`config.mk`:
```
export PLATFORM = sky130hd
export DESIGN_NAME = fic_host
export DESIGN_NICKNAME = d
export VERILOG_FILES = /design/src/include/fic_pkg.sv /design/src/verilog/fic_host.sv
export SDC_FILE = /design/constraint.sdc
export NUM_CORES = 1
export LEC_CHECK = 0
export ABC_AREA = 1
export ABC_CLOCK_PERIOD_IN_PS = 1700
export BUFFER_PORTS_ARGS = -buffer_cell sky130_fd_sc_hd__buf_2
export CORE_MARGIN = 5
export CORE_UTILIZATION = 50
export CTS_CLUSTER_DIAMETER = 200
export DETAILED_ROUTE_END_ITERATION = 10
export MAX_ROUTING_LAYER = met4
export PLACE_DENSITY = 0.74
export SYNTH_ARGS = -nofsm -noshare
export SYNTH_HDL_FRONTEND = slang
export SYNTH_SLANG_ARGS = --single-unit
```
`constraint.sdc`:
```
create_clock -name clk_in -period 1.7 [get_ports clk_in]
set_input_delay 0.34 -clock clk_in [delete_from_list [all_inputs] [get_ports clk_in]]
set_output_delay 0.34 -clock clk_in [all_outputs]
set_load 0.005 [all_outputs]
```
`src/include/fic_pkg.sv`:
```
// package for the flash id and protect host controller
package fic_pkg;
  localparam int          ADDR_W       = 20;
  localparam int          DATA_W       = 8;
  localparam int          CLK_MHZ      = 50;
  localparam int          SETUP_NS     = 100;
  localparam int          STROBE_NS    = 60;
  localparam int          SETUP_CYC    = (SETUP_NS * CLK_MHZ + 999) / 1000;
  localparam int          STROBE_CYC   = (STROBE_NS * CLK_MHZ + 999) / 1000;
  localparam int          CNT_W        = 8;
  localparam logic [19:0] UNLOCK1_ADDR = 20'h00555;
  localparam logic [19:0] UNLOCK2_ADDR = 20'h002AA;
  localparam logic [7:0]  UNLOCK1_DATA = 8'hAA;
  localparam logic [7:0]  UNLOCK2_DATA = 8'h55;
  localparam logic [7:0]  CMD_IDENT    = 8'h90;
  localparam logic [7:0]  CMD_RESET    = 8'hF0;
  localparam logic [19:0] OFS_MANUF    = 20'h00000;
  localparam logic [19:0] OFS_DEVICE   = 20'h00001;
  localparam logic [19:0] OFS_PROTECT  = 20'h00002;
  localparam int          SECT_LSB     = 13;
  localparam int          BYTE_SEL_BIT = 0;
  localparam int          PROT_SEL_BIT = 1;
  localparam int          AUTO_LOW_BIT = 6;
  localparam int          PROT_FLAG_BIT = 0;
  localparam int          PARITY_BIT   = 7;

  typedef enum logic [2:0] {
    FIC_OP_READ,
    FIC_OP_HV_ID,
    FIC_OP_HV_PROT,
    FIC_OP_CMD_ID,
    FIC_OP_CMD_PROT,
    FIC_OP_EXIT_ID,
    FIC_OP_WRITE
  } fic_op_e;

  typedef struct packed {
    fic_op_e     op;
    logic [19:0] addr;
    logic [7:0]  data;
  } fic_req_s;

  typedef struct packed {
    logic [19:0] addr;
    logic        ce_n;
    logic        oe_n;
    logic        we_n;
    logic        dq_oe_n;
    logic [7:0]  dq;
    logic        hv_detect;
    logic        hv_reset;
  } fic_pins_s;
endpackage

```
`src/verilog/fic_host.sv`:
```
// host controller that sequences flash id, protect query and command writes
`timescale 1ns/1ns
module fic_host (
  input  wire logic             clk_in,
  input  wire logic             rst_in,
  input  wire fic_pkg::fic_req_s req_in,
  input  wire logic             req_valid_in,
  input  wire logic             unprotect_in,
  input  wire logic [7:0]       dq_in,
  output logic                  req_ready_out,
  output fic_pkg::fic_pins_s    pins_out,
  output logic                  rst_n_out,
  output logic [7:0]            rd_data_out,
  output logic                  rd_valid_out,
  output logic                  parity_ok_out,
  output logic                  protected_out,
  output logic                  id_mode_out
);
  import fic_pkg::*;

  typedef enum logic [2:0] {
    FIC_IDLE,
    FIC_SETUP,
    FIC_STROBE,
    FIC_HOLD,
    FIC_NEXT
  } fic_state_e;

  fic_state_e       state_reg, state_next;
  fic_req_s         cur_reg, cur_next;
  fic_pins_s        pins_reg, pins_next;
  logic [CNT_W-1:0] cnt_reg, cnt_next;
  logic [1:0]       step_reg, step_next;
  logic [1:0]       nsteps_reg, nsteps_next;
  logic [7:0]       rd_reg, rd_next;
  logic             rdv_reg, rdv_next;
  logic             par_reg, par_next;
  logic             prot_reg, prot_next;
  logic             idm_reg, idm_next;
  logic             rdy_reg, rdy_next;
  logic             rstn_reg, rstn_next;
  logic [7:0]       dq_s1_reg, dq_s2_reg;
  logic             is_read;
  logic [19:0]      step_addr;
  logic [7:0]       step_data;

  // two-stage sync; read only by the second stage
  always_ff @(posedge clk_in) begin
    if (rst_in) begin
      dq_s1_reg <= 8'h00;
      dq_s2_reg <= 8'h00;
    end else begin
      dq_s1_reg <= dq_in;
      dq_s2_reg <= dq_s1_reg;
    end
  end

  // step address and data of the current bus cycle
  always_comb begin
    is_read   = 1'b1;
    step_addr = cur_reg.addr;
    step_data = cur_reg.data;
    case (cur_reg.op)
      FIC_OP_HV_ID: begin
        step_addr = {19'h00000, cur_reg.addr[BYTE_SEL_BIT]};
      end
      FIC_OP_HV_PROT: begin
        step_addr = {cur_reg.addr[19:SECT_LSB], 13'h0000} | OFS_PROTECT;
      end
      FIC_OP_CMD_ID, FIC_OP_CMD_PROT: begin
        is_read = (step_reg == 2'd3);
        case (step_reg)
          2'd0: begin
            step_addr = UNLOCK1_ADDR;
            step_data = UNLOCK1_DATA;
          end
          2'd1: begin
            step_addr = UNLOCK2_ADDR;
            step_data = UNLOCK2_DATA;
          end
          2'd2: begin
            step_addr = UNLOCK1_ADDR;
            step_data = CMD_IDENT;
          end
          default: begin
            if (cur_reg.op == FIC_OP_CMD_PROT) begin
              step_addr = {cur_reg.addr[19:SECT_LSB], 13'h0000} | OFS_PROTECT;
            end else begin
              step_addr = cur_reg.addr[BYTE_SEL_BIT] ? OFS_DEVICE : OFS_MANUF;
            end
          end
        endcase
      end
      FIC_OP_EXIT_ID: begin
        is_read   = 1'b0;
        step_data = CMD_RESET;
      end
      FIC_OP_WRITE: begin
        is_read = 1'b0;
      end
      default: begin
        is_read = 1'b1;
      end
    endcase
  end

  always_comb begin
    state_next  = state_reg;
    cur_next    = cur_reg;
    pins_next   = pins_reg;
    cnt_next    = cnt_reg;
    step_next   = step_reg;
    nsteps_next = nsteps_reg;
    rd_next     = rd_reg;
    rdv_next    = 1'b0;
    par_next    = par_reg;
    prot_next   = prot_reg;
    idm_next    = idm_reg;
    rdy_next    = rdy_reg;
    rstn_next   = 1'b1;
    pins_next.hv_reset = unprotect_in;
    case (state_reg)
      FIC_IDLE: begin
        pins_next.ce_n      = 1'b1;
        pins_next.oe_n      = 1'b1;
        pins_next.we_n      = 1'b1;
        pins_next.dq_oe_n   = 1'b1;
        pins_next.hv_detect = 1'b0;
        if (req_valid_in && rdy_reg) begin
          cur_next    = req_in;
          rdy_next    = 1'b0;
          step_next   = 2'd0;
          nsteps_next = (req_in.op == FIC_OP_CMD_ID || req_in.op == FIC_OP_CMD_PROT) ? 2'd3 : 2'd0;
          cnt_next    = CNT_W'(SETUP_CYC);
          state_next  = FIC_SETUP;
        end
      end
      FIC_SETUP: begin
        pins_next.addr      = step_addr;
        pins_next.dq        = step_data;
        pins_next.dq_oe_n   = is_read; // low while driving
        pins_next.hv_detect = (cur_reg.op == FIC_OP_HV_ID || cur_reg.op == FIC_OP_HV_PROT);
        pins_next.ce_n      = 1'b0;
        pins_next.oe_n      = 1'b1;
        if (cnt_reg <= CNT_W'(1)) begin
          cnt_next   = CNT_W'(STROBE_CYC);
          state_next = FIC_STROBE;
        end else begin
          cnt_next = cnt_reg - CNT_W'(1);
        end
      end
      FIC_STROBE: begin
        // address stable before the strobe falls, data held past its rise
        pins_next.we_n = is_read;
        pins_next.oe_n = !is_read;
        if (cnt_reg <= CNT_W'(1)) begin
          state_next = FIC_HOLD;
        end else begin
          cnt_next = cnt_reg - CNT_W'(1);
        end
      end
      FIC_HOLD: begin
        pins_next.we_n = 1'b1;
        pins_next.oe_n = 1'b1;
        if (is_read) begin
          rd_next  = dq_s2_reg;
          rdv_next = 1'b1;
          par_next = ^dq_s2_reg;
          prot_next = dq_s2_reg[PROT_FLAG_BIT];
        end
        if ((cur_reg.op == FIC_OP_CMD_ID || cur_reg.op == FIC_OP_CMD_PROT) && step_reg == 2'd2) begin
          idm_next = 1'b1;
        end
        if (cur_reg.op == FIC_OP_EXIT_ID) begin
          idm_next = 1'b0;
        end
        state_next = FIC_NEXT;
      end
      default: begin
        pins_next.ce_n    = 1'b1;
        pins_next.dq_oe_n = 1'b1;
        if (step_reg != nsteps_reg) begin
          step_next  = step_reg + 2'd1;
          cnt_next   = CNT_W'(SETUP_CYC);
          state_next = FIC_SETUP;
        end else begin
          rdy_next   = 1'b1;
          state_next = FIC_IDLE;
        end
      end
    endcase
  end

  always_ff @(posedge clk_in) begin
    if (rst_in) begin
      state_reg  <= FIC_IDLE;
      cur_reg    <= '0;
      pins_reg   <= '{addr: 20'h00000, ce_n: 1'b1, oe_n: 1'b1, we_n: 1'b1,
                      dq_oe_n: 1'b1, dq: 8'h00, hv_detect: 1'b0, hv_reset: 1'b0};
      cnt_reg    <= '0;
      step_reg   <= 2'd0;
      nsteps_reg <= 2'd0;
      rd_reg     <= 8'h00;
      rdv_reg    <= 1'b0;
      par_reg    <= 1'b0;
      prot_reg   <= 1'b0;
      idm_reg    <= 1'b0;
      rdy_reg    <= 1'b1;
      rstn_reg   <= 1'b0;
    end else begin
      state_reg  <= state_next;
      cur_reg    <= cur_next;
      pins_reg   <= pins_next;
      cnt_reg    <= cnt_next;
      step_reg   <= step_next;
      nsteps_reg <= nsteps_next;
      rd_reg     <= rd_next;
      rdv_reg    <= rdv_next;
      par_reg    <= par_next;
      prot_reg   <= prot_next;
      idm_reg    <= idm_next;
      rdy_reg    <= rdy_next;
      rstn_reg   <= rstn_next;
    end
  end

  assign pins_out      = pins_reg;
  assign req_ready_out = rdy_reg;
  assign rd_data_out   = rd_reg;
  assign rd_valid_out  = rdv_reg;
  assign parity_ok_out = par_reg;
  assign protected_out = prot_reg;
  assign id_mode_out   = idm_reg;
  assign rst_n_out     = rstn_reg;

  property p_write_gate;
    @(posedge clk_in) disable iff (rst_in)
      !pins_reg.we_n |-> (!pins_reg.ce_n && pins_reg.oe_n && !pins_reg.dq_oe_n);
  endproperty
  a_write_gate: assert property (p_write_gate) else $error("write strobe without gate");

  property p_addr_stable;
    @(posedge clk_in) disable iff (rst_in)
      (!pins_reg.we_n && !$past(pins_reg.we_n)) |-> $stable(pins_reg.addr);
  endproperty
  a_addr_stable: assert property (p_addr_stable) else $error("address moved during strobe");

  property p_id_select;
    @(posedge clk_in) disable iff (rst_in)
      (pins_reg.hv_detect && !pins_reg.oe_n && cur_reg.op == FIC_OP_HV_ID)
        |-> (!pins_reg.addr[PROT_SEL_BIT] && !pins_reg.addr[AUTO_LOW_BIT]);
  endproperty
  a_id_select: assert property (p_id_select) else $error("id read with select bit high");

  property p_prot_select;
    @(posedge clk_in) disable iff (rst_in)
      (!pins_reg.oe_n && (cur_reg.op == FIC_OP_HV_PROT || cur_reg.op == FIC_OP_CMD_PROT))
        |-> (pins_reg.addr[PROT_SEL_BIT] && !pins_reg.addr[BYTE_SEL_BIT]);
  endproperty
  a_prot_select: assert property (p_prot_select) else $error("bad protect query address");

  property p_unlock_first;
    @(posedge clk_in) disable iff (rst_in)
      ($fell(pins_reg.we_n) && step_reg == 2'd0 && cur_reg.op == FIC_OP_CMD_ID)
        |-> (pins_reg.addr == UNLOCK1_ADDR && pins_reg.dq == UNLOCK1_DATA);
  endproperty
  a_unlock_first: assert property (p_unlock_first) else $error("first unlock wrong");

  property p_exit_data;
    @(posedge clk_in) disable iff (rst_in)
      ($fell(pins_reg.we_n) && cur_reg.op == FIC_OP_EXIT_ID) |-> pins_reg.dq == CMD_RESET;
  endproperty
  a_exit_data: assert property (p_exit_data) else $error("exit without reset code");

  property p_parity;
    @(posedge clk_in) disable iff (rst_in)
      (state_reg == FIC_HOLD && is_read)
        |=> (parity_ok_out == ^rd_data_out && rd_valid_out && rd_data_out == $past(dq_s2_reg));
  endproperty
  a_parity: assert property (p_parity) else $error("parity flag mismatch");

  property p_unprotect;
    @(posedge clk_in) disable iff (rst_in)
      unprotect_in |=> pins_reg.hv_reset;
  endproperty
  a_unprotect: assert property (p_unprotect) else $error("unprotect not driven");
endmodule

```
# Yosys cells after proc, flatten, opt, wreduce, memory -nomap -nowiden
# Index checks and enable logic that the tools add are counted.
[classes] magnitude_cmp=1 eq_ne=20 reduce_logical=30 addsub=2 n_bitwise=2 muxes=33
[ops] op="20-bit case mux with 3 select lines" count=1
[ops] op="20-bit case mux with 2 select lines" count=1
[ops] op="8-bit 2-to-1 mux" count=4
[ops] op="8-bit case mux with 4 select lines" count=1
[ops] op="8-bit case mux with 3 select lines" count=1
[ops] op="20-bit 2-to-1 mux" count=1
[ops] op="8-bit case mux with 2 select lines" count=1
[ops] op="3-bit by 2-bit == test with 1-bit output, second input constant" count=5
[ops] op="1-bit case mux with 2 select lines" count=7
[ops] op="3-bit == test, second input constant" count=4
[ops] op="3-bit case mux with 4 select lines" count=1
[ops] op="2-bit OR reduction" count=6
[ops] op="2-bit nonzero test" count=5
[ops] op="3-bit 2-to-1 mux" count=3
[ops] op="3-bit AND reduction" count=3
[ops] op="8-bit by 1-bit <= comparator with 1-bit output, second input constant" count=1
[ops] op="1-bit 2-to-1 mux" count=8
[ops] op="2-bit inequality test, second input constant" count=4
[ops] op="8-bit XOR reduction" count=1
[ops] op="8-bit by 1-bit subtractor with 8-bit output, second input constant" count=1
[ops] op="3-bit by 1-bit == test with 1-bit output, second input constant" count=2
[ops] op="2-bit 2-to-1 mux" count=3
[ops] op="2-bit AND reduction" count=3
[ops] op="3-bit OR reduction" count=2
[ops] op="14 further kinds" count=19
[totals] register_bits=110 input_bits=43 word_cells=112 output_inout_bits=48

# Depth between registers and ports, before layout
# Gate-level depths: netlist of the first run.
[logic_depth] ltp_word=5 mapped_depth=11 ltp_nobuf=11

# Worst setup path before layout of the first run
# No wires, ideal clock.
[synth_timing] kind="register to register" start="register cnt_reg[0]" end="register cnt_reg[4]" n_path_buf=0 period_less_slack_ns=1.440 arrival_time_ns=1.308 stages_incl_launch_ff=11 slack_ns=0.260 setup_time_ns=0.132 required_ns=1.568 cell_sequence="dfxtp_1 -> inv_1 -> ha_1 -> nor2_1 -> nor2_1 -> nand3_1 -> nand2_1 -> nor2_4 -> inv_2 -> nand2_1 -> a21oi_1"
[synth_between] elab_chain_cells=3 word_cells_on_any_way=7 classes_between="add/sub (1); order compare (1); eq/ne (1); mux (3); reduce/logical (1)"
[synth_rtl] element="start, declared" line="fic_host.sv:32" text="logic [CNT_W-1:0] cnt_reg, cnt_next;"
[synth_rtl] element="start signal, assigned" line="fic_host.sv:214" text="cnt_reg <= cnt_next;"
[synth_rtl] element="8-bit by 1-bit subtractor with 8-bit output / 8-bit by 1-bit <= comparator with 1-bit output (equally long branches)"
[synth_rtl] element="8-bit 2-to-1 mux (tied with other cells)" line="fic_host.sv:156" text="if (cnt_reg <= CNT_W'(1)) begin"
[synth_rtl] element="8-bit case mux with 4 select lines / 4-bit AND reduction (equally long branches)"
# Several ways; a longest one is shown, not always the timed one. The select of a mux whose other input is x is not followed.
# A chain may end at the register's enable or synchronous reset.

# Worst setup path after layout of the first run
[layout_timing] start="register state_reg[0]" end="register nsteps_reg[0]"
[layout_between] elab_chain_cells=2
[layout_rtl] element="start, declared" line="fic_host.sv:29" text="fic_state_e state_reg, state_next;"
[layout_rtl] element="start signal, assigned" line="fic_host.sv:211" text="state_reg <= state_next;"
[layout_rtl] element="3-bit logical NOT" line="fic_host.sv:122" text="case (state_reg)"
[layout_rtl] element="2-bit AND reduction (no source line)"
[layout_rtl] element="end signal, assigned" line="fic_host.sv:216" text="nsteps_reg <= nsteps_next;"
[layout_rtl] element="end, declared" line="fic_host.sv:34" text="logic [1:0] nsteps_reg, nsteps_next;"
# Every way passes these cells.

==> flow_summary_export.csv, run 1 <==
group,metric,value,unit
grt,grt_usage,19.91,%
power,power.share.clock,18.6,%
yosys,synth_nets,649,
drt,vias,4175,
timing,drv_slew,0,
floorplanning,pin_count,91,
yosys,syn-cell-area,0.004478,mm2
drt,wl_per_cell,13.40,um
floorplanning,die-width,104.6,um
layout,fin_area,0.005366,mm2
power,static-leakage-power,0.002489,uW
yosys,synth.distinct_cells,33,
critical_path,crit_buf_inv,2,
critical_path,rr_endpoint,"nsteps_reg[0]",
layout,antenna_cells,0,
yosys,synthCells,600,
critical_path,crit_path_max_fanout,47,
timing,slew_headroom,71.90,%
timing,worst_pin_slew,421.5,ps
floorplanning,die_y,104.6,um
clock_network,cts-htree-levels,3,
critical_path,critPathMaxStageDelay,370,ps
yosys,synth_top_family_by_area,"simple AND/OR/NAND/NOR gates",
yosys,netlist.area_leader.share,48.28,%
placed_design,placement.io_buffers,90,
drt,wirelength,10800,um
grt,overflow,0,
clock_network,root_buffer,"clkbuf_8",
yosys,ys_ff_latch,108,
drt,first_pass_iters,5,
critical_path,worstSetupPathType,"reg2reg",
placed_design,post_dp_cell_area,0.005075,mm2
clock_network,cts_buffer_depth,2,
placed_design,gp_congestion,0.8974,
yosys,synth_area_leaders,"dfxtp_1 (48%), nand2_1 (9.7%), a21oi_1 (7.4%), o21ai_0 (7.0%), inv_1 (5.3%)",
grt,grt_pass1_wl,17920,um
yosys,yosys_warnings,0,
worst_hold_path,hold_depth,3,
critical_path,required,1950,ps
timing,finalHoldViolations,0,
clock_network,numCtsBuffers,9,
yosys,synth_ff_type,"dfxtp_1",
critical_path,r2r-start,"state_reg[0]",
power,pwr_density_cell,1645,mW/mm2
power,p_seq_share,39.4,%
layout,drive_above_1_share,21.35,%
grt,grt_pass1_vias,3982,
timing,period_minus_slack,1578,ps
grt,grt_max_degree,48,
layout,area_growth,19.84,%
power,p_total,8825,uW
clock_network,cts_sinks,108,
critical_path,worstPathArrival,1830,ps
yosys,synth_compound_area_share,18.13,%
yosys,async_reset_ff_share,0,%
critical_path,end_kind,"flop",
drt,drtIter0Drc,292,
yosys,synth_xor_area_share,1.760,%
critical_path,path_cells,"nor2_1, nand2_1, inv_2, nand2_1, buf_12, a211oi_1, a211oi_1",
yosys,synth_simple_gate_area_share,21.79,%
outcome,status,"finished, final reports clean",
worst_hold_path,hp-start,"dq_in[4]",
yosys,synth_area_leader_cell,"dfxtp_1",
critical_path,slowest_stage,"dfxtp_1",
drt,remaining_drc_errors,0,
floorplanning,die_area,0.01095,mm2
floorplanning,coreArea,0.008721,mm2
critical_path,r2r_setup_slack,120,ps
grt,antenna_found_initial,0,
power,peakVddDrop,0.6210,mV
power,p_sw_share,41.02,%
job,maxCapViolCount,0,
timing,finalSetupViolations,0,
drt,ant_nets,0,
timing,max_freq,0.6339,GHz
worst_hold_path,min_to,"dq_s1_reg[4]",
timing,fin_ws,122.4,ps
timing,min_period_over_period,92.80,%
critical_path,crit_family,"simple AND/OR/NAND/NOR gates",
power,combPwrFrac,41.9,%
yosys,synth_fa_ha_area_share,1.676,%
placed_design,dp_slack,7.094,ps
layout,layout.nets,742,
yosys,synthMuxAreaShare,0,%
floorplanning,start_util,51.35,%
layout,largest_reg_flops,34,
timing,rsz0062_at_grt,"true",
placed_design,dp_hpwl,7518,um
yosys,ys_seq_area_share,48.28,%
power,p_sw,3620,uW
worst_hold_path,hold_path_class,"in2reg",
yosys,synth_edf_count,0,
yosys,synth_area_per_cell,7.463,um2
power,p_int,5205,uW
clock_network,clkLatencyLatePin,370,ps
clock_network,clk_pin_slew,100,ps
critical_path,r2r_cells,7,
drt,post_drt_via_cell_ratio,5.180,
timing,fin_worst_skew,10.24,ps
critical_path,cp-start-kind,"flop",
clock_network,cts_tree,"built",
floorplanning,rows,34,
worst min-delay path: stages:
cell	delay, ps
buf_2	90
inv_1	40
nor2_1	30
worst max-delay path by stage:
stage                       from              to  slack, ps  cells past startpoint
floorplan             cnt_reg[0]      cnt_reg[4]        260                     10
global placement     cur_reg[28]    pins_out[30]         20                      8
detailed placement   cur_reg[28]    pins_out[33]          7                      8
CTS                  cur_reg[28]  rd_data_out[1]          8                      8
global route         cur_reg[30]     pins_out[4]        -30                      8
finish              state_reg[0]   nsteps_reg[0]        120                      7
power groups by stage:
| stage | clock [uW] | combinational [uW] | sequential, uW |
|---|---|---|---|
| floorplan | 0 | 2350 | 3490 |
| global placement | 0 | 3340 | 3510 |
| detailed placement | 0 | 3440 | 3520 |
| CTS | 1680 | 3470 | 3470 |
| global route | 1790 | 4170 | 3550 |
| finish | 1640 | 3700 | 3480 |
synth_stat cells, types with 2 or more instances:
master / number
a31oi_1: 2
xor2_1: 5
buf_4: 2
inv_1: 63
ha_1: 6
xnor2_1: 4
clkbuf_1: 17
dfxtp_1: 108
nand2_1: 116
o21ai_1: 2
nand2_2: 3
inv_2: 4
buf_2: 5
a21oi_1: 66
o21ai_0: 63
nand3_2: 2
nand3_1: 40
a211oi_1: 3
nor2_2: 2
nor2_1: 61
nand4_1: 6
o21a_1: 9
metal layers:
metal | share of wire [%] | global-route usage [%] | vias up
met4 | 1.6 | 5.845 | 0
li1 | - | - | 2135
met1 | 44 | 25.70 | 1879
met3 | 6.4 | 3.699 | 15
met5 | 0 | - | -
met2 | 48 | 31.99 | 146
through the flow:
stage	hold slack (ps)	setup TNS, ps	instances	utilization (%)
3_5_place_dp	392.3	0	786	58.19
6_report	167.3	0	806	61.54
3_3_place_gp	391.2	0	786	58.19
2_1_floorplan	388.3	0	600	-
4_1_cts	156.5	0	802	60.63
5_1_grt	146.3	-58.50	806	61.54
logic make-up after synthesis:
| group | Yosys count |
|---|---|
| simple gates | 233 |
| compound gates | 150 |
| flops | 108 |
| buf+inv | 94 |
| xor+xnor | 9 |
| fa+ha+maj | 6 |
area by class of cell:
type                       count  area [um2]
tap                          108       135.1
fill                         779        3354
timing repair buffer         107       606.8
inverter                      68       255.2
sequential                   108        2166
multi-input combinational    399        1993
clock buffer                  10       127.6
clock inverter                 6       82.58
placed cells by master (no fill, tap or decap), types with 3 or more instances in the layout:
master,netlist,routed
a211oi_1,3,3
a21oi_1,66,66
buf_2,5,90
buf_4,2,14
clkbuf_8,0,9
dfxtp_1,108,105
dfxtp_2,0,3
ha_1,6,6
inv_1,63,61
inv_2,4,6
nand2_1,116,113
nand2_2,3,4
nand3_1,40,39
nand3_2,2,3
nand4_1,6,6
nor2_1,61,58
nor2_2,2,3
nor2_4,1,4
o21a_1,9,9
o21ai_0,63,60
o21ai_1,2,5
xnor2_1,4,4
xor2_1,5,5
timing repair:
item | CTS | global route
hold buffers | 0 | 0
buffers inserted | 0 | 3
pin swaps | 0 | 2
resized for setup | 1 | 20
endpoints found under the setup margin | 5 | 42
cloned | 0 | 1
(Power assumes the default switching activity.)
==> run 2, diff against run 1 <==
--- a/config.mk
+++ b/config.mk
@@ -6,14 +6,13 @@
 export NUM_CORES = 1
 export LEC_CHECK = 0
 export ABC_AREA = 1
-export ABC_CLOCK_PERIOD_IN_PS = 1700
+export ABC_CLOCK_PERIOD_IN_PS = 1950
 export BUFFER_PORTS_ARGS = -buffer_cell sky130_fd_sc_hd__buf_2
 export CORE_MARGIN = 5
 export CORE_UTILIZATION = 50
 export CTS_CLUSTER_DIAMETER = 200
 export DETAILED_ROUTE_END_ITERATION = 10
-export MAX_ROUTING_LAYER = met4
-export PLACE_DENSITY = 0.74
+export PLACE_DENSITY = 0.77
 export SYNTH_ARGS = -nofsm -noshare
 export SYNTH_HDL_FRONTEND = slang
 export SYNTH_SLANG_ARGS = --single-unit
==> constraint.sdc (replaced) <==
create_clock -name clk_in -period 1.95 [get_ports clk_in]
set_input_delay 0.39 -clock clk_in [delete_from_list [all_inputs] [get_ports clk_in]]
set_output_delay 0.39 -clock clk_in [all_outputs]
set_load 0.005 [all_outputs]
==> run 2 against run 1 <==
Clock skew up 0.80 ps. Sequential share of layout area up 0.74 points. Clock-buffer cell count down 1. Worst setup slack better by 87 ps. Die area unchanged.
==> flow_summary_export.csv, run 2 (synthesis gave the netlist of run 1 again) <==
group,metric,value,unit
outcome,status,"finished, final reports clean",
worst_hold_path,hold_path_class,"in2reg",
power,static-leakage-power,0.002446,uW
layout,antenna_cells,0,
critical_path,cp-start-kind,"flop",
grt,overflow,0,
drt,drtIter0Drc,274,
power,pwr_density_cell,1399,mW/mm2
floorplanning,pin_count,91,
clock_network,cts_sinks,108,
placed_design,placement.io_buffers,90,
layout,area.sequential,0.002162,mm2
critical_path,crit_path_max_fanout,9,
power,p_sw_share,41.19,%
layout,post-route-util,60.32,%
floorplanning,coreArea,0.008721,mm2
timing,fin_worst_skew,11.04,ps
layout,largest_reg_flops,34,
floorplanning,die_area,0.01095,mm2
timing,worst_pin_slew,494.7,ps
drt,remaining_drc_errors,0,
drt,wl_per_cell,13.40,um
timing,drv_slew,0,
timing,slew_headroom,67.02,%
timing,min_period_over_period,89.26,%
layout,drive_above_1_share,19.68,%
power,combPwrFrac,41.7,%
drt,first_pass_iters,5,
critical_path,worstSetupPathType,"reg2reg",
clock_network,cts_tree,"built",
drt,vias,4194,
floorplanning,die_y,104.6,um
grt,grt_pass1_vias,3970,
floorplanning,start_util,51.35,%
timing,finalHoldViolations,0,
placed_design,dp_hpwl,7859,um
clock_network,cts-htree-levels,3,
clock_network,clk_pin_slew,110,ps
power,p_sw,3031,uW
clock_network,clkLatencyLatePin,370,ps
layout,final_common_cell,"nand2_1",
critical_path,required,2220,ps
grt,antenna_found_initial,0,
grt,grt_usage,19.42,%
timing,finalSetupViolations,0,
drt,ant_nets,0,
power,power.share.clock,17.2,%
power,p_int,4329,uW
critical_path,end_kind,"flop",
timing,tns,0,ps
critical_path,worstPathArrival,2010,ps
timing,period_minus_slack,1741,ps
power,peakVddDrop,0.5278,mV
layout,multi_input_area,0.001944,mm2
layout,fillers,799,
clock_network,cts_buffer_depth,2,
placed_design,dp_slack,223.9,ps
layout,final_cell_mix,"nand2_1 (116), dfxtp_1 (108), buf_2 (90)",
clock_network,root_buffer,"clkbuf_8",
layout,layout.nets,740,
job,maxCapViolCount,0,
layout,area_growth,17.46,%
floorplanning,rows,34,
power,p_seq_share,41.1,%
grt,grt_max_degree,61,
timing,rsz0062_at_grt,"false",
drt,wirelength,10770,um
timing,max_freq,0.5745,GHz
grt,grt_pass1_wl,17950,um
timing,fin_ws,209.4,ps
floorplanning,die-width,104.6,um
drt,post_drt_via_cell_ratio,5.216,
placed_design,gp_congestion,0.9276,
power,p_total,7360,uW
clock_network,numCtsBuffers,9,
## run 2: changes by cell type in the layout (fill, tap and decap cells not counted), moves of 3 or more
cell,previous run,this run
dfxtp_1,105,108
dfxtp_2,3,0
nand2_1,113,116
nor2_1,58,61
nor2_4,4,1
o21ai_0,60,63
o21ai_1,5,2
## run 2: final timing paths
path	start	endpoint	slack, ps	cells past startpoint
max	cur_reg[28]	rd_data_out[0]	210	8
min	dq_in[6]	dq_s1_reg[6]	210	3
max reg2reg	cur_reg[28]	rd_data_out[0]	210	8
min reg2reg	dq_s1_reg[0]	dq_s2_reg[0]	410	2
## run 2: layer usage
| layer | track usage, % | part of all wire (%) | vias to the layer above |
|---|---|---|---|
| li1 | - | - | 2120 |
| met1 | 25.16 | 43 | 1901 |
| met2 | 32.17 | 48 | 158 |
| met3 | 3.761 | 7.1 | 15 |
| met4 | 7.306 | 1.6 | 0 |
| met5 | 0 | 0 | - |
## run 2: cell type report
class | count | area share, %
tap | 108 | 2.569
multi-input combinational | 398 | 36.96
sequential | 108 | 41.10
clock inverter | 7 | 1.070
timing repair buffer | 106 | 11.08
inverter | 68 | 4.853
clock buffer | 9 | 2.355
## run 2: power by group through the flow
stage | clock (uW) | sequential (uW) | combinational (uW)
after floorplan | 0 | 3040 | 2050
after global placement | 0 | 3060 | 2920
after detailed placement | 0 | 3070 | 3030
after CTS | 1300 | 3020 | 3050
after global routing | 1410 | 3090 | 3450
final | 1270 | 3030 | 3070
## run 2: worst max-delay path: stages, from the launching register on
cell	delay, ps
dfxtp_1	330
inv_1	170
nand3_1	200
o21ai_4	190
nand2_2	170
nand2_1	170
nand2_2	130
o21ai_0	220
nor2_1	60
## run 2: through the flow
stage,cell area [um2],hold WS [ps],cells
2_1_floorplan,4478,388.3,600
3_3_place_gp,5077,390.9,788
3_5_place_dp,5077,396.9,788
4_1_cts,5258,191.6,804
5_1_grt,5260,195.8,804
6_report,5260,213.0,804
## run 2: what timing repair did
item / 4_1_cts / 5_1_grt
hold buffers: 0 / 0
gates resized for setup: 0 / 1
setup buffers: 0 / 0
endpoints found under the setup margin: 0 / 1
==> run 3, diff against run 2 <==
--- a/config.mk
+++ b/config.mk
@@ -8,11 +8,14 @@
 export ABC_AREA = 1
 export ABC_CLOCK_PERIOD_IN_PS = 1950
 export BUFFER_PORTS_ARGS = -buffer_cell sky130_fd_sc_hd__buf_2
+export CAP_MARGIN = 20
 export CORE_MARGIN = 5
 export CORE_UTILIZATION = 50
 export CTS_CLUSTER_DIAMETER = 200
 export DETAILED_ROUTE_END_ITERATION = 10
+export MAX_ROUTING_LAYER = met4
 export PLACE_DENSITY = 0.77
+export SLEW_MARGIN = 20
 export SYNTH_ARGS = -nofsm -noshare
 export SYNTH_HDL_FRONTEND = slang
 export SYNTH_SLANG_ARGS = --single-unit
==> run 3 against run 2 <==
Sequential cell count unchanged. First-iteration DRC count decreased by 34%. Non-clock buffer count unchanged. Worst setup slack got worse by 50 ps. Global-route usage is 0.24 points higher. Critical path type unchanged. Largest cell class unchanged. Highest routed layer unchanged.
==> flow_summary_export.csv, run 3 (synthesis gave the netlist of run 1 again) <==
group,metric,value,unit
power,static-leakage-power,0.002462,uW
placed_design,placement.io_buffers,90,
timing,finalSetupViolations,0,
drt,wl_met3,615,um
job,maxCapViolCount,0,
critical_path,worstSetupPathType,"reg2reg",
drt,vias,4163,
clock_network,cts_hold_buf,0,
drt,ant_nets,0,
worst_hold_path,hold_path_class,"in2reg",
placed_design,dp_slack,184.7,ps
timing,fin_worst_skew,15.33,ps
drt,wirelength,10570,um
placed_design,post_dp_cell_area,0.005077,mm2
clock_network,cts_setup_buffers,0,
timing,max_freq,0.5585,GHz
placed_design,dpl.cell_count,788,
floorplanning,die_y,104.6,um
timing,finalHoldViolations,0,
grt,antenna_found_initial,0,
floorplanning,die_area,0.01095,mm2
layout,drive_above_1_share,19.68,%
floorplanning,rows,34,
drt,m1WireLength,4677,um
outcome,status,"finished, final reports clean",
layout,final_cells,804,
timing,min_period_over_period,91.82,%
layout,layout.nets,740,
layout,antenna_cells,0,
placed_design,dp_hpwl,7730,um
clock_network,cts_buffer_depth,2,
clock_network,clkLatencyLatePin,370,ps
drt,route.met2.wl,5085,um
floorplanning,die-width,104.6,um
critical_path,crit_path_max_fanout,7,
layout,area.sequential,0.002162,mm2
layout,fin_area,0.005296,mm2
timing,period_minus_slack,1790,ps
clock_network,numCtsBuffers,9,
grt,grt_usage,19.67,%
floorplanning,pin_count,91,
power,peakVddDrop,0.7512,mV
timing,fin_ws,159.6,ps
layout,largest_reg_flops,34,
clock_network,root_buffer,"clkbuf_8",
critical_path,end_kind,"flop",
grt,grt_pass1_wl,17690,um
drt,wl_per_cell,13.14,um
layout,area_growth,18.27,%
layout,final_cell_mix,"nand2_1 (116), dfxtp_1 (108), buf_2 (90)",
timing,drv_slew,0,
clock_network,cts_tree,"built",
critical_path,required,2200,ps
placed_design,gp_congestion,0.8932,
drt,remaining_drc_errors,0,
clock_network,cts_sinks,108,
clock_network,clk_pin_slew,110,ps
timing,worst_pin_slew,479.5,ps
drt,first_pass_iters,5,
clock_network,cts-htree-levels,3,
floorplanning,coreArea,0.008721,mm2
layout,fillers,797,
layout,final_common_cell,"nand2_1",
power,pwr_density_cell,1418,mW/mm2
timing,tns,0,ps
timing,rsz0062_at_grt,"false",
drt,drtIter0Drc,180,
drt,top_layer,"met4",
critical_path,worstPathArrival,2040,ps
drt,post_drt_via_cell_ratio,5.178,
grt,overflow,0,
grt,grt_max_degree,61,
grt,grt_pass1_vias,3865,
critical_path,cp-start-kind,"flop",
floorplanning,start_util,51.35,%
layout,multi_input_area,0.001944,mm2
timing,slew_headroom,68.03,%
timing,whs,203.0,ps
run 3: changes by cell type in the layout (fill, tap and decap cells not counted):
| cell | delta |
|---|---|
| bufinv_16 | +1 |
| clkbuf_8 | +1 |
| ha_1 | +1 |
| clkinv_2 | -2 |
| nor2_1 | -1 |
| nor2_2 | +1 |
| ha_2 | -1 |
| clkinv_4 | +1 |
| inv_6 | -2 |
| inv_8 | +1 |
run 3: final cells by class:
type / instances / share of cell area, %
Clock buffer: 10 / 2.599
Clock inverter: 6 / 1.488
Inverter: 68 / 4.819
Multi-Input combinational cell: 398 / 36.71
Sequential cell: 108 / 40.82
Tap cell: 108 / 2.551
Timing Repair Buffer: 106 / 11.01
run 3: worst max-delay path: stages (launching register included):
cell and delay, ps:
dfxtp_1 330, inv_1 130, ha_1 280, nor2_1 70, nor2_1 130, nand2_1 170
nand2_1 120, nand2_1 110, o21ai_0 250, a21oi_1 90
run 3: power breakdown:
part / total, uW / leakage, uW / internal, uW / switching (uW)
sequential: 3020 / 0.000886 / 2730 / 286
clock: 1450 / 0.000111 / 656 / 791
combinational: 3050 / 0.00146 / 1110 / 1940
total: 7510 / 0.00246 / 4500 / 3010
run 3: repair_timing:
action | CTS | global route
gates resized for setup | 0 | 1
setup endpoints to repair | 0 | 1
hold endpoints to repair | 0 | 0
run 3: per-stage QoR:
| step | util (%) | power [uW] |
|---|---|---|
| 2_1_floorplan | - | 5094 |
| 3_3_place_gp | 58.22 | 5961 |
| 3_5_place_dp | 58.22 | 6096 |
| 4_1_cts | 60.70 | 7537 |
| 5_1_grt | 60.73 | 8127 |
| 6_report | 60.73 | 7513 |
run 3: final timing paths:
path / from / end / slack [ps] / depth (start not counted)
setup / recovery: cnt_reg[0] / state_reg[0] / 160 / 9
setup reg to reg: cnt_reg[0] / state_reg[0] / 160 / 9
hold / removal: dq_in[3] / dq_s1_reg[3] / 200 / 3
hold reg to reg: dq_s1_reg[1] / dq_s2_reg[1] / 410 / 2
run 3: routing by layer:
metal	track usage (%)	vias up
met5	-	-
met2	31.09	143
li1	-	2125
met3	3.822	22
met4	6.484	0
met1	25.43	1873
